<file path="src/design/eph_pkg.sv">
`default_nettype none
package eph_pkg;

	// Clock and device timing
	localparam int unsigned CLK_NS    = 25;
	localparam int unsigned T_WP_NS   = 100;
	localparam int unsigned T_WPH_NS  = 100;
	localparam int unsigned T_ACC_NS  = 250;
	localparam int unsigned T_OHZ_NS  = 50;
	localparam int unsigned T_BLC_US  = 200;
	localparam int unsigned T_WC_MS   = 10;

	localparam logic [3:0]  WP_CYC    = 4'((T_WP_NS + CLK_NS - 1) / CLK_NS);
	localparam logic [3:0]  WPH_CYC   = 4'((T_WPH_NS + CLK_NS - 1) / CLK_NS);
	localparam logic [3:0]  ACC_CYC   = 4'((T_ACC_NS + CLK_NS - 1) / CLK_NS);
	localparam logic [3:0]  OHZ_CYC   = 4'((T_OHZ_NS + CLK_NS - 1) / CLK_NS);
	// Longest byte-load gap rounds down
	localparam logic [15:0] BLC_CYC_DEF = 16'((T_BLC_US * 1000) / CLK_NS);
	localparam logic [18:0] WC_CYC_DEF  = 19'((T_WC_MS * 1000000) / CLK_NS);
	// Cycles from taking a write to its strobe falling, plus margin
	localparam logic [15:0] GUARD_CYC = 16'h0004;

	localparam logic [7:0]  PAGE_MAX  = 8'h80;
	localparam logic [3:0]  SEQ_ARM_FIRST = 4'h0;
	localparam logic [3:0]  SEQ_ARM_LAST  = 4'h2;
	localparam logic [3:0]  SEQ_DIS_FIRST = 4'h3;
	localparam logic [3:0]  SEQ_DIS_LAST  = 4'h8;
	localparam int unsigned SEQ_LEN   = 9;

	// Register offsets (byte addresses)
	localparam logic [7:0]  REG_CTRL   = 8'h00;
	localparam logic [7:0]  REG_ADDR   = 8'h04;
	localparam logic [7:0]  REG_WDATA  = 8'h08;
	localparam logic [7:0]  REG_CMD    = 8'h0C;
	localparam logic [7:0]  REG_STATUS = 8'h10;

	// Field positions
	localparam int unsigned CTRL_PROT    = 0;
	localparam int unsigned ST_BUSY      = 0;
	localparam int unsigned ST_PENDING   = 1;
	localparam int unsigned ST_PAGE_OPEN = 2;
	localparam int unsigned ST_ERR_BUSY  = 3;
	localparam int unsigned ST_ERR_TO    = 4;
	localparam int unsigned ST_PCNT_LSB  = 8;
	localparam int unsigned ST_RDATA_LSB = 16;

	typedef enum logic [1:0] {
		OP_FLUSH,
		OP_WRITE,
		OP_READ,
		OP_DISARM
	} eph_op_e;

	typedef enum logic [3:0] {
		ST_IDLE,
		ST_WR_SETUP,
		ST_WR_LOW,
		ST_WR_HOLD,
		ST_WR_REC,
		ST_RD_ACC,
		ST_RD_GAP,
		ST_POLL_RD,
		ST_POLL_GAP
	} eph_state_e;

	typedef struct packed {
		eph_state_e  st;
		logic [3:0]  cnt;
		logic [18:0] pcnt;
		logic [15:0] blc;
		logic        prot_en;
		logic [15:0] addr;
		logic [7:0]  wdata;
		logic [7:0]  rdata;
		eph_op_e     op;
		logic        op_act;
		logic [3:0]  seq_idx;
		logic [3:0]  seq_last;
		logic        in_seq;
		logic        page_open;
		logic [8:0]  page_base;
		logic [7:0]  page_cnt;
		logic        pending;
		logic        last_t;
		logic        poll_have;
		logic        poll_done;
		logic        err_busy;
		logic        err_to;
		logic        ce_n;
		logic        oe_n;
		logic        we_n;
		logic        dq_oe;
		logic [15:0] pa;
		logic [7:0]  dq_o;
	} eph_state_s;

endpackage
`default_nettype wire

</file>
<file path="src/design/eph_host.sv">
// Decided for this implementation: the APB slave port and the placing of the registers.
`timescale 1ns/1ps
`default_nettype none

// Operation
// [RULE_01] Device takes one to 128 byte loads before programming starts.
// [RULE_02] Every byte of one page carries the same page_select_address.
// [RULE_03] Any write may open a page; up to 127 more bytes follow.
// [RULE_04] Each further strobe fall comes within 200 us of the previous one.
// [RULE_05] No strobe fall within 200 us starts device programming.
// [RULE_06] Page load time is unlimited while each gap stays in bounds.
// [RULE_07] While programming, last byte reads with bit 7 inverted.
// [RULE_08] After programming, bit 7 reads the true stored value.
// [RULE_09] While programming, alternating_status_bit flips on every read.
// [RULE_10] After programming the flip stops and new accesses are taken.
// [RULE_11] Device ignores strobe pulses shorter than about 10 ns.
// [RULE_12] No write while output drive is low or write strobe high.
// [RULE_13] Device ships with protection off, writes open.
// [RULE_14] First arm-sequence write sets protection until disarmed.
// [RULE_15] Protected device needs the arm sequence before each data write.
// [RULE_16] Arm sequence bytes are not stored in the array.
// [RULE_17] Protected write is three command writes then a page of data.
// [RULE_18] After that page completes the device is protected again.
// [RULE_19] Arm plus data sets protection, kept across power cycles.
// [RULE_20] Top address bit is ignored when matching command addresses.
// [RULE_21] Command sequence writes go back to back, no other accesses.
// [RULE_22] A six-write sequence clears protection to standard mode.
// [RULE_23] Write needs chip select and write strobe low, output drive high.
// [RULE_24] Address taken at later falling edge, data at earlier rising edge.
// [RULE_25] Read with output drive and chip select low; else bus released.
// [RULE_26] Command addresses and data are design parameters.
// [RULE_27] A byte from another page is not added to the page buffer.
module eph_host #(
	parameter logic [15:0]          BLC_CYC  = eph_pkg::BLC_CYC_DEF, // Byte-load window
	parameter logic [18:0]          WC_CYC   = eph_pkg::WC_CYC_DEF,  // Poll timeout
	// Arbitrary command table, entry 0 in the low bits; 0-2 arm, 3-8 disarm
	parameter logic [9*16-1:0]      SEQ_ADDR = {16'h5A5A, 16'h2A2A, 16'h5555,
		16'h5555, 16'h2AAA, 16'h5555, 16'h5555, 16'h2AAA, 16'h5555},
	parameter logic [9*8-1:0]       SEQ_DATA = {8'h20, 8'h55, 8'hAA,
		8'h80, 8'h55, 8'hAA, 8'hA0, 8'h55, 8'hAA}
) (
	input  wire logic               clk,       // 40 MHz clock
	input  wire logic               rst,       // Async reset, active high
	input  wire logic               en,        // Clock enable
	input  wire logic               psel,      // APB select
	input  wire logic               penable,   // APB enable
	input  wire logic               pwrite,    // APB write
	input  wire logic [7:0]         paddr,     // APB byte address
	input  wire logic [31:0]        pwdata,    // APB write data
	output logic [31:0]             prdata,    // APB read data
	output logic                    pready,    // APB ready
	output logic                    pslverr,   // APB error, unmapped
	output logic [15:0]             mem_addr,  // Memory address
	output logic                    mem_ce_n,  // Chip select, low active
	output logic                    mem_oe_n,  // Output drive, low active
	output logic                    mem_we_n,  // Write strobe, low active
	output logic [7:0]              mem_dq_o,  // Data bus out
	output logic                    mem_dq_oe, // Data bus drive enable
	input  wire logic [7:0]         mem_dq_i   // Data bus in
);
	import eph_pkg::*;

	eph_state_s s;
	eph_state_s next_s;
	logic       access;
	logic       wr;
	logic       mapped;

	assign access = psel & penable;
	assign wr     = access & pwrite;
	assign mapped = (paddr == REG_CTRL) || (paddr == REG_ADDR) || (paddr == REG_WDATA) ||
		(paddr == REG_CMD) || (paddr == REG_STATUS);

	always_comb
	begin
		next_s = s;
		// Register writes; error clears come before sets so a set wins
		if (wr)
		begin
			case (paddr)
				REG_CTRL:   next_s.prot_en = pwdata[CTRL_PROT];
				REG_ADDR:
				begin
					if (s.op_act)
						next_s.err_busy = 1'b1;
					else
						next_s.addr = pwdata[15:0];
				end
				REG_WDATA:
				begin
					if (s.op_act)
						next_s.err_busy = 1'b1;
					else
						next_s.wdata = pwdata[7:0];
				end
				REG_CMD:
				begin
					if (s.op_act)
						next_s.err_busy = 1'b1;
					else
					begin
						next_s.op_act = 1'b1;
						next_s.op     = eph_op_e'(pwdata[1:0]);
					end
				end
				REG_STATUS:
				begin
					if (pwdata[ST_ERR_BUSY])
						next_s.err_busy = 1'b0;
					if (pwdata[ST_ERR_TO])
						next_s.err_to = 1'b0;
				end
				default: ;
			endcase
		end
		// The device starts programming once the byte-load window lapses
		if (s.page_open)
		begin
			next_s.blc = s.blc + 16'h0001;
			if (s.blc >= BLC_CYC + GUARD_CYC) // RULE_05
			begin
				next_s.page_open = 1'b0;
				next_s.pending   = 1'b1;
				next_s.page_cnt  = 8'h00;
			end
		end
		if (s.st == ST_POLL_RD || s.st == ST_POLL_GAP)
			next_s.pcnt = s.pcnt + 19'h00001;
		case (s.st)
			ST_IDLE:
			begin
				if (s.op_act)
				begin
					if (s.page_open)
					begin
						// Join only same page, not full, well inside the window
						if (s.op == OP_WRITE && s.addr[15:7] == s.page_base && // RULE_02
							s.page_cnt != PAGE_MAX && s.blc < BLC_CYC - GUARD_CYC) // RULE_04
						begin
							next_s.in_seq = 1'b0;
							next_s.st     = ST_WR_SETUP; // RULE_03
						end
					end
					else if (s.pending)
					begin
						next_s.st        = ST_POLL_RD;
						next_s.cnt       = ACC_CYC - 4'h1;
						next_s.poll_have = 1'b0;
						next_s.poll_done = 1'b0;
						next_s.pcnt      = 19'h00000;
					end
					else
					begin
						case (s.op)
							OP_WRITE:
							begin
								next_s.in_seq   = s.prot_en; // RULE_15 RULE_17
								next_s.seq_idx  = SEQ_ARM_FIRST;
								next_s.seq_last = SEQ_ARM_LAST;
								next_s.st       = ST_WR_SETUP;
							end
							OP_DISARM:
							begin
								next_s.in_seq   = 1'b1; // RULE_22
								next_s.seq_idx  = SEQ_DIS_FIRST;
								next_s.seq_last = SEQ_DIS_LAST;
								next_s.st       = ST_WR_SETUP;
							end
							OP_READ:
							begin
								next_s.st  = ST_RD_ACC;
								next_s.cnt = ACC_CYC - 4'h1;
							end
							default: next_s.op_act = 1'b0;
						endcase
					end
				end
			end
			ST_WR_SETUP:
			begin
				next_s.st        = ST_WR_LOW;
				next_s.cnt       = WP_CYC - 4'h1;
				next_s.blc       = 16'h0000;
				next_s.page_open = 1'b1;
				if (!s.in_seq)
				begin
					if (s.page_cnt == 8'h00)
						next_s.page_base = s.addr[15:7];
					next_s.page_cnt = s.page_cnt + 8'h01;
				end
			end
			ST_WR_LOW:
			begin
				if (s.cnt == 4'h0)
					next_s.st = ST_WR_HOLD; // RULE_24
				else
					next_s.cnt = s.cnt - 4'h1;
			end
			ST_WR_HOLD:
			begin
				next_s.st  = ST_WR_REC;
				next_s.cnt = WPH_CYC - 4'h1;
			end
			ST_WR_REC:
			begin
				if (s.cnt != 4'h0)
					next_s.cnt = s.cnt - 4'h1;
				else if (s.in_seq && s.seq_idx != s.seq_last)
				begin
					next_s.seq_idx = s.seq_idx + 4'h1; // RULE_21
					next_s.st      = ST_WR_SETUP;
				end
				else if (s.in_seq && s.op == OP_DISARM)
				begin
					// Nothing may join the disarm load; wait it out, then poll
					next_s.page_cnt = PAGE_MAX;
					next_s.in_seq   = 1'b0;
					next_s.op_act   = 1'b0;
					next_s.st       = ST_IDLE;
				end
				else if (s.in_seq)
				begin
					next_s.in_seq = 1'b0;
					next_s.st     = ST_WR_SETUP;
				end
				else
				begin
					next_s.op_act = 1'b0;
					next_s.st     = ST_IDLE;
				end
			end
			ST_RD_ACC, ST_POLL_RD:
			begin
				if (s.cnt != 4'h0)
					next_s.cnt = s.cnt - 4'h1;
				else
				begin
					next_s.cnt = OHZ_CYC - 4'h1;
					if (s.st == ST_RD_ACC)
					begin
						next_s.rdata = mem_dq_i;
						next_s.st    = ST_RD_GAP;
					end
					else
					begin
						// Two reads with the same alternating bit mean done
						next_s.last_t    = mem_dq_i[6]; // RULE_09
						next_s.poll_have = 1'b1;
						next_s.poll_done = s.poll_have && (mem_dq_i[6] == s.last_t); // RULE_10
						next_s.st        = ST_POLL_GAP;
					end
				end
			end
			ST_RD_GAP:
			begin
				if (s.cnt != 4'h0)
					next_s.cnt = s.cnt - 4'h1;
				else
				begin
					next_s.op_act = 1'b0;
					next_s.st     = ST_IDLE;
				end
			end
			ST_POLL_GAP:
			begin
				if (s.cnt != 4'h0)
					next_s.cnt = s.cnt - 4'h1;
				else if (s.poll_done)
				begin
					next_s.pending = 1'b0;
					next_s.st      = ST_IDLE;
				end
				else
				begin
					next_s.st  = ST_POLL_RD;
					next_s.cnt = ACC_CYC - 4'h1;
				end
			end
			default: next_s.st = ST_IDLE;
		endcase
		// A dead device must not hang the controller forever
		if ((s.st == ST_POLL_RD || s.st == ST_POLL_GAP) && s.pcnt >= WC_CYC)
		begin
			next_s.err_to  = 1'b1;
			next_s.pending = 1'b0;
			next_s.st      = ST_IDLE;
		end
		// Pins follow the next state, so they come straight from flip-flops
		next_s.we_n  = (next_s.st != ST_WR_LOW);
		next_s.dq_oe = (next_s.st == ST_WR_SETUP) || (next_s.st == ST_WR_LOW) ||
			(next_s.st == ST_WR_HOLD);
		next_s.oe_n  = !((next_s.st == ST_RD_ACC) || (next_s.st == ST_POLL_RD)); // RULE_25
		next_s.ce_n  = !(next_s.dq_oe || !next_s.oe_n); // RULE_23
		if (next_s.st == ST_WR_SETUP)
		begin
			next_s.pa   = next_s.in_seq ? SEQ_ADDR[{next_s.seq_idx, 4'h0} +: 16] : s.addr; // RULE_26
			next_s.dq_o = next_s.in_seq ? SEQ_DATA[{next_s.seq_idx, 3'h0} +: 8] : s.wdata;
		end
		else if (!next_s.oe_n)
			next_s.pa = s.addr;
	end

	always_ff @(posedge clk or posedge rst)
	begin
		if (rst)
		begin
			s      <= '0;
			s.ce_n <= 1'b1;
			s.oe_n <= 1'b1;
			s.we_n <= 1'b1;
		end
		else if (en)
			s <= next_s;
	end

	assign pready    = 1'b1;
	assign pslverr   = access & ~mapped;
	assign mem_addr  = s.pa;
	assign mem_ce_n  = s.ce_n;
	assign mem_oe_n  = s.oe_n;
	assign mem_we_n  = s.we_n;
	assign mem_dq_o  = s.dq_o;
	assign mem_dq_oe = s.dq_oe;

	always_comb
	begin
		prdata = 32'h0000_0000;
		case (paddr)
			REG_CTRL:   prdata[CTRL_PROT] = s.prot_en;
			REG_ADDR:   prdata[15:0]      = s.addr;
			REG_WDATA:  prdata[7:0]       = s.wdata;
			REG_CMD:    prdata[1:0]       = s.op;
			REG_STATUS:
			begin
				prdata[ST_BUSY]                     = s.op_act;
				prdata[ST_PENDING]                  = s.pending;
				prdata[ST_PAGE_OPEN]                = s.page_open;
				prdata[ST_ERR_BUSY]                 = s.err_busy;
				prdata[ST_ERR_TO]                   = s.err_to;
				prdata[ST_PCNT_LSB +: 8]            = s.page_cnt;
				prdata[ST_RDATA_LSB +: 8]           = s.rdata;
			end
			default: ;
		endcase
	end

	property p_wr_pins;
		@(posedge clk) disable iff (rst) !mem_we_n |-> !mem_ce_n && mem_oe_n && mem_dq_oe;
	endproperty
	a_wr_pins: assert property (p_wr_pins) else $error("strobe low without write pins"); // RULE_23

	property p_pulse;
		@(posedge clk) disable iff (rst) (en && $fell(mem_we_n)) |-> !mem_we_n [*4];
	endproperty
	a_pulse: assert property (p_pulse) else $error("write strobe pulse too short"); // RULE_11

	property p_window;
		@(posedge clk) disable iff (rst)
			($fell(mem_we_n) && $past(s.page_open)) |-> ($past(s.blc) < BLC_CYC);
	endproperty
	a_window: assert property (p_window) else $error("byte load past window"); // RULE_04

	property p_same_page;
		@(posedge clk) disable iff (rst)
			($fell(mem_we_n) && !s.in_seq && s.page_cnt > 8'h01) |-> (mem_addr[15:7] == s.page_base);
	endproperty
	a_same_page: assert property (p_same_page) else $error("page address changed"); // RULE_02

	property p_armed;
		@(posedge clk) disable iff (rst)
			($fell(mem_we_n) && s.prot_en && !s.in_seq && s.page_cnt == 8'h01 && s.op == OP_WRITE)
			|-> (s.seq_idx == SEQ_ARM_LAST);
	endproperty
	a_armed: assert property (p_armed) else $error("protected data without arm"); // RULE_15

	property p_seq_tight;
		@(posedge clk) disable iff (rst) s.in_seq |-> mem_oe_n;
	endproperty
	a_seq_tight: assert property (p_seq_tight) else $error("read inside sequence"); // RULE_21

	property p_disarm;
		@(posedge clk) disable iff (rst)
			($rose(s.in_seq) && s.op == OP_DISARM) |-> (s.seq_idx == SEQ_DIS_FIRST && s.seq_last == SEQ_DIS_LAST);
	endproperty
	a_disarm: assert property (p_disarm) else $error("disarm sequence not six writes"); // RULE_22

	property p_cmd_data;
		@(posedge clk) disable iff (rst)
			($fell(mem_we_n) && s.in_seq) |->
			(mem_addr == SEQ_ADDR[{s.seq_idx, 4'h0} +: 16] && mem_dq_o == SEQ_DATA[{s.seq_idx, 3'h0} +: 8]);
	endproperty
	a_cmd_data: assert property (p_cmd_data) else $error("command word mismatch"); // RULE_26

	property p_arm_count;
		@(posedge clk) disable iff (rst)
			($rose(s.in_seq) && s.op == OP_WRITE) |-> ##[1:40] (!s.in_seq && !mem_we_n);
	endproperty
	a_arm_count: assert property (p_arm_count) else $error("arm not followed by data"); // RULE_17

endmodule
`default_nettype wire

</file>
<file path="config.mk">
export PLATFORM = sky130hd
export DESIGN_NAME = eph_host
export DESIGN_NICKNAME = d
export VERILOG_FILES = /design/src/design/eph_pkg.sv /design/src/design/eph_host.sv
export SDC_FILE = /design/constraint.sdc
export NUM_CORES = 1
export LEC_CHECK = 0
export BUFFER_PORTS_ARGS = -buffer_cell sky130_fd_sc_hd__clkbuf_2
export CAP_MARGIN = 40
export CORE_ASPECT_RATIO = 0.8
export CORE_UTILIZATION = 58
export CTS_CLUSTER_DIAMETER = 80
export DETAILED_ROUTE_END_ITERATION = 8
export GPL_TIMING_DRIVEN = 0
export PLACE_DENSITY_LB_ADDON = 0.2
export SLEW_MARGIN = 20
export SYNTH_ARGS = -nofsm -noshare
export SYNTH_HDL_FRONTEND = slang
export SYNTH_SLANG_ARGS = --single-unit
</file>
<file path="constraint.sdc">
create_clock -name clk -period 5.95 [get_ports clk]
set_input_delay 0.8925 -clock clk [delete_from_list [all_inputs] [get_ports clk]]
set_output_delay 0.8925 -clock clk [all_outputs]
set_load 0.01 [all_outputs]
</file>
=== After elaboration in Yosys (flattened, before gate mapping) ===
Index checks and enable logic that the tools add are counted.

* $add $sub $neg: 5
* $lt $le $gt $ge: 3
* Eq/ne operators: 36
* Shifts and indexed selects: 2
* Mux-type cells: 88
* Bitwise gates (word level): 10
* Reductions and logical operators: 53

{| class="wikitable"
|+ Operators with widths
! kind !! count
|-
| 144-bit by 9-bit variable part select with 16-bit output (first input constant) || 1
|-
| 16-bit two-way mux || 5
|-
| 4-bit two-way mux || 18
|-
| 72-bit by 8-bit variable part select with 8-bit output (first input constant) || 1
|-
| 19-bit two-way mux || 3
|-
| 8-bit two-way mux || 6
|-
| 9-bit two-way mux || 4
|-
| 4-bit case mux with 8 select lines || 1
|-
| 8-bit case mux with 2 select lines || 2
|-
| 10-bit two-way mux || 3
|-
| 4-bit AND reduction || 7
|-
| 27-bit two-way mux || 1
|-
| 4-bit by 3-bit == test with 1-bit output (second input constant) || 6
|-
| 1-bit two-way mux || 24
|-
| 4-bit case mux with 6 select lines || 1
|-
| 23-bit two-way mux || 1
|-
| 19-bit by 1-bit adder with 19-bit output (second input constant) || 1
|-
| 19-bit greater-or-equal comparator (second input constant) || 1
|-
| 9-bit case mux with 2 select lines || 1
|-
| 17-bit two-way mux || 1
|-
| 16-bit by 1-bit adder with 16-bit output (second input constant) || 1
|-
| 4-bit by 2-bit == test with 1-bit output (second input constant) || 4
|-
| 8-bit by 4-bit == test with 1-bit output (second input constant) || 2
|-
| 16-bit by 13-bit greater-or-equal comparator with 1-bit output (second input constant) || 1
|-
| other kinds (48) || 101
|}

* Register bits after elaboration: 140
* Bits of input ports: 54
* Output and inout port bits: 62
* Word-level logic and storage cells: 225

=== Logic depth before layout (Yosys ltp) ===
Gate-level depths: netlist of run 1.

* Depth in word-level cells: 14
* Gate-level depth with buffers: 14
* Depth with buffers taken out: 14

=== Least setup slack after synthesis of run 1 ===
Ideal clock, no wire load.

* Path type: input -> output
* Start: in paddr[2]
* End: out prdata[10]
* Arrival time: 2.217 ns
* Data required time: 5.058 ns
* Path slack: 2.840 ns
* Cell stages on the path: 4
* Path buffers: 2
* Cells stage by stage: clkbuf_1 nor4b_2 clkbuf_1 a22o_1

* Word-level cells in the longest chain between the ends: 2
* Elaborated cells on any way between the ends: 3
* Classes of those cells: eq/ne: 2; mux: 1

{| class="wikitable"
|+ Ends and longest elaborated chain
! item !! RTL line !! RTL
|-
| start: declaration || eph_host.sv:48 || <nowiki>input wire logic [7:0] paddr,</nowiki>
|-
| 8-bit by 5-bit == test with 1-bit output or 8-bit by 3-bit == test with 1-bit output (tied branches) || eph_host.sv:328 || <nowiki>case (paddr)</nowiki>
|-
| 8-bit case mux with 2 select lines (*) || eph_host.sv:328 ||
|-
| end: declaration || eph_host.sv:50 || <nowiki>output logic [31:0] prdata,</nowiki>
|}

Every way passes the cells marked *; elsewhere a longest branch is shown, timed or not.

=== Worst setup path in the final report of run 1 ===
* Start: in paddr[1]
* End: out prdata[9]

Same word-level chain as after synthesis.

==> results of run 1 <==
## state kept, by name (all words and copies together), names as in the netlist
name and count:
mem_addr 16, mem_dq_o 8, mem_oe_n 1, mem_ce_n 1
mem_dq_oe 1, s 110, mem_we_n 1
## logic make-up after synthesis
family / Yosys count / share of synthesized area [%]
AO/OA/AOI/OAI: 149 / 12.9
other: 2 / 0.0950
AND/OR/NAND/NOR: 296 / 20.3
flip-flops: 138 / 43.8
XOR/XNOR: 42 / 4.66
adder cells (fa/ha/maj): 11 / 1.74
buffers and inverters: 103 / 7.20
multiplexers: 68 / 9.44
## stage by stage
step           util, %  setup TNS [ns]  setup slack (ns)  area, µm²  hold WS, ns
5_1_grt           70.7               0              1.80       9230        0.440
3_3_place_gp      65.8          -0.230          -0.00667       8590        0.465
3_5_place_dp      66.2               0              2.09       8640        0.471
2_1_floorplan        -               0              1.37       7930        0.449
6_report          70.7               0              1.94       9230        0.430
4_1_cts           70.7               0              1.99       9230        0.429
## worst max-delay path: cells and delay by family
family / cells / cell delay (ns)
compound gates: 1 / 0.28
simple gates: 3 / 0.95
buf+inv: 4 / 1.00
## worst paths after layout
| kind | to | from | cells past startpoint |
|---|---|---|---|
| setup / recovery | prdata[9] | paddr[1] | 8 |
| hold / removal | s[38] | rst | 2 |
| setup reg to reg | mem_addr[12] | s[132] | 13 |
| hold reg to reg | mem_ce_n | mem_ce_n | 1 |
| max in group asynchronous | s[109] | rst | 3 |
| min in group clk | mem_ce_n | mem_ce_n | 1 |
## placed cells by master (no fill, tap or decap), types with 5 or more instances in the layout
cell,synthesis,routed
buf_4,35,37
dfrtp_1,135,135
o21ai_1,9,9
o31ai_1,5,5
a22o_1,11,11
buf_2,11,11
buf_6,5,5
clkbuf_1,21,21
ha_1,11,11
nand3_1,36,36
nand2_1,67,67
o311a_1,8,8
or3_1,6,6
mux2i_1,16,16
nor3_1,16,16
o21ai_0,46,46
nand4_1,15,15
clkbuf_2,0,88
clkbuf_16,0,17
xnor2_1,14,14
nand2b_1,14,14
and3_1,15,15
mux2_2,52,52
a211oi_1,5,5
nor2_1,73,73
xor2_1,28,28
conb_1,2,9
a21oi_1,22,22
inv_1,29,28
## cell type report
class	count	area (µm²)	area share (%)
inverters	30	120	1.30
plain buffers	73	457	4.95
well taps	175	219	2.37
repair buffers	91	483	5.23
clock buffers	19	453	4.91
clock inverters	13	140	1.52
multi-input cells	575	3900	42.3
flip-flops and latches	138	3460	37.5
## routing by layer
layer	track usage (%)	vias up
li1	-	3074
met2	48.9	324
met5	0	-
met3	7.44	33
met1	43.4	3312
met4	8.46	0
## report_power, final
group / internal (µW) / switching, µW / total (µW)
registers: 1060 / 107 / 1170
clock network: 641 / 424 / 1070
logic: 366 / 484 / 850
total: 2060 / 1020 / 3080
==> summary.txt, run 1 <==
Tcrit/Tclk final -> 67.4%
IO buf count -> 88
Vias in the first global route -> 6579
Most frequent cell after synthesis -> dfrtp_1
Slew Viols, Final -> 0
Max-Cap Viols -> 0
Slew HR -> 43.3%
ANT cells -> 0
Post-synthesis sequential area ratio -> 43.8%
Cell Area, Synth -> 0.00790 mm²
# H-tree levels -> 4
Post-synth EDFFs -> 0
FF-to-FF setup slack -> 2.49 ns
Vias -> 6743
Peak Freq -> 249 MHz
Layout cell share with drive strength beyond 1 -> 27.5%
Post-CTS Resized -> 0
Core area -> 0.0131 mm²
RSZ-0062 raised after global routing -> false
Primary FF master, synth -> dfrtp_1
Top Metal Used -> met4
Peak supply drop -> 0.000292 V
Die width -> 132 µm
Setup Crit Path Kind -> input port to output port
Routed wl met2 -> 9710 µm
Row count -> 37
Fin. Hold Viols -> 0
Clk sink count -> 138
Post-synth cell types -> 80
Avg Inst Size Synth -> 9.77 µm²
Max Clock Skew -> 0.0112 ns
WL final -> 20900 µm
Initial antenna violation count -> 0
Critical path's most frequent cell -> clkbuf_2
Worst-path clk slew -> 0.06 ns
Outcome -> complete, no violations
Post-DR wirelength/cell -> 18.7 µm
Synth warn -> 0
Area grow syn2layout -> 16.8%
Drt pass-1 iters -> 5
Nets -> 991
Fill cells -> 981
Placed wire-length estimate -> 14900 µm
Total CTS buffers -> 17
Share of the synthesized area in the top cell type -> 42.8%
# hold bufs at CTS -> 0
IO Count -> 116
DRC violations left -> 0
Mapped Cells -> 809
Tmin final -> 4.01 ns
Pwr Total -> 3080 µW
Global route overflow -> 0
Metal3 WL -> 1570 µm
CP cell instances -> clkbuf_2 > nor3_1 > nand2_1 > nor4b_2 > buf_4 > clkbuf_1 > a22o_1 > clkbuf_2
Crit path largest cell delay -> 0.58 ns
Pin count of the biggest net entering global routing -> 106
Initial DRC count -> 681
Synth area leaders -> dfrtp_1 (43%), mux2_2 (7.4%), nor2_1 (3.5%)
Post-synth ARST share -> 100%
Wl on met1 -> 9260 µm
Slew at the pin closest to its max-slew limit -> 0.830 ns
Via-to-Cell Ratio -> 6.05
CTS tree -> yes
Root Driver -> clkbuf_16
Detail Route Antenna Nets -> 0
Slowest CP cell -> nor4b_2
Yosys reg bits -> 138
GP Congestion -> 0.929
Setup violations, final -> 0
Min-Delay Path Class -> input port to asynchronous set/reset pin
Initial cell density of the core -> 60.5%
Fin cells -> 1114
Crit-path max FO -> 10
CTS Buffer Depth -> 2
Total die area -> 0.0141 mm²
Post-CTS Repair Setup Buffers -> 0
First-pass GRT wire length -> 34100 µm
Synth cell count leaders -> dfrtp_1 (135), nor2_1 (73), nand2_1 (67)
All-layer global routing usage -> 31.2%
Setup crit end kind -> output port
Worst skew pair latency -> 0.43 ns
Die height -> 106 µm
WP data arrival -> 3.12 ns
Placed Cells -> 1082
Leakage -> 0.00444 µW
Required time worst endpoint -> 5.06 ns
P per Cell Area -> 334 mW/mm²
Crit path launch type -> input port
Synth area leader -> dfrtp_1
(Power assumes the default switching activity.)
==> run 2, diff against run 1 <==
Clock period 5.95 ns to 4.1 ns, I/O delays scaled along.
==> summary.txt, run 2 (synthesized netlist as in run 1, its figures left out) <==
Outcome -> complete, no violations
Max-Cap Viols -> 0
Row count -> 37
WP data arrival -> 3.85 ns
# hold bufs at CTS -> 0
Setup TNS -> 0 ns
P per Cell Area -> 488 mW/mm²
Number of flip-flops in the largest register -> 110
Drt pass-1 iters -> 6
Crit path buf inv count -> 2
Top reg by flops -> s
All-layer global routing usage -> 30.7%
Leakage -> 0.00448 µW
Crit path launch type -> flip-flop
Required time worst endpoint -> 4.41 ns
Pin count of the biggest net entering global routing -> 35
Min-Delay Path Class -> input port to asynchronous set/reset pin
DRC violations left -> 0
Pwr Total -> 4540 µW
Post-DR wirelength/cell -> 18.4 µm
Slowest CP cell -> nor3b_1
Vias -> 6671
Initial cell density of the core -> 60.5%
Die height -> 106 µm
Place WS -> 0.692 ns
CP top delay family -> simple AND/OR/NAND/NOR gates
Peak supply drop -> 0.000308 V
IO buf count -> 88
IO Count -> 116
Setup Crit Path Kind -> flip-flop to flip-flop
Final instance area -> 0.00931 mm²
Vias in the first global route -> 6456
Core area -> 0.0131 mm²
Detail Route Antenna Nets -> 0
ANT cells -> 0
GP Congestion -> 0.916
Initial DRC count -> 639
Wl on met1 -> 9170 µm
Initial antenna violation count -> 0
Area grow syn2layout -> 17.8%
Slew Viols, Final -> 0
Commonest non-fill, non-tap cell in the layout -> dfrtp_1
Fin. Hold Viols -> 0
Die width -> 132 µm
CTS tree -> yes
Slew at the pin closest to its max-slew limit -> 0.891 ns
Post-CTS Repair Setup Buffers -> 0
Fin util -> 71.3%
Placed cell areas -> 0.00869 mm²
Tcrit/Tclk final -> 86.5%
CTS Buffer Depth -> 2
Tmin final -> 3.55 ns
Placed wire-length estimate -> 15100 µm
Setup crit end kind -> flip-flop
Clk sink count -> 138
Top Metal Used -> met4
Nets -> 994
# H-tree levels -> 4
Most frequent cells in the layout -> dfrtp_1 (135), clkbuf_2 (88), nor2_1 (73)
Root Driver -> clkbuf_16
Total die area -> 0.0141 mm²
Routed wl met2 -> 9580 µm
Peak Freq -> 282 MHz
Max Clock Skew -> 0.00655 ns
RSZ-0062 raised after global routing -> false
Via-to-Cell Ratio -> 5.97
Total CTS buffers -> 17
Crit-path max FO -> 7
Crit path largest cell delay -> 0.47 ns
First-pass GRT wire length -> 33500 µm
Global route overflow -> 0
Slew HR -> 39.1%
Setup violations, final -> 0
CP cell instances -> inv_1 > ha_1 > nor3b_1 > nand3_1 > nor2_1 > a211oi_1 > a21oi_1 > inv_1 > ha_1 > mux2i_1 > nor2_2 > nand4bb_1 > o311a_1
Worst skew pair latency -> 0.43 ns
Worst-path clk slew -> 0.06 ns
Metal3 WL -> 1580 µm
WL final -> 20600 µm
Post-CTS Resized -> 0
Layout cell share with drive strength beyond 1 -> 27.7%
Setup ws final -> 0.555 ns
[run 2: final cells by class]
cell class | count | area [µm²]
fillers | 985 | 3750
multi-input cells | 575 | 3900
clock inverters | 13 | 166
well taps | 175 | 219
plain buffers | 73 | 457
repair buffers | 94 | 536
flip-flops and latches | 138 | 3460
clock buffers | 19 | 453
inverters | 30 | 116
[run 2: report_power, final]
group / total, µW / leakage [µW] / switching, µW / internal, µW
logic: 1240 / 0.00233 / 705 / 536
registers: 1690 / 0.00185 / 154 / 1540
clock network: 1610 / 0.000302 / 616 / 995
[run 2: layer usage]
metal / track usage [%] / vias to the layer above
li1: - / 3085
met5: 0 / -
met3: 7.73 / 17
met2: 47.8 / 289
met4: 8.78 / 0
met1: 42.4 / 3280
[run 2: final timing paths]
kind / start / endpoint / depth (start not counted) / slack, ns
max reg2reg: s[132] / mem_addr[1] / 13 / 0.55
max in group asynchronous: rst / mem_we_n / 5 / 2.93
min in group clk: pwdata[15] / s[95] / 2 / 0.42
max: s[132] / mem_addr[1] / 13 / 0.55
min: rst / s[37] / 2 / 0.14
min reg2reg: mem_oe_n / mem_oe_n / 2 / 0.47
[run 2: metrics by stage]
stage	cells	hold slack, ns
after floorplan	816	0.449
after global placement	1079	0.466
after detailed placement	1085	0.462
after CTS	1117	0.140
after global routing	1117	0.157
final	1117	0.140
[run 2: worst register-to-register path, delay by kind of cell, from the launching register on]
| kind | cells | cell delay, ns |
|---|---|---|
| buf+inv | 2 | 0.20 |
| fa+ha+maj | 2 | 0.53 |
| compound gates | 3 | 0.57 |
| flops | 1 | 0.39 |
| simple gates | 5 | 1.54 |
| mux | 1 | 0.21 |
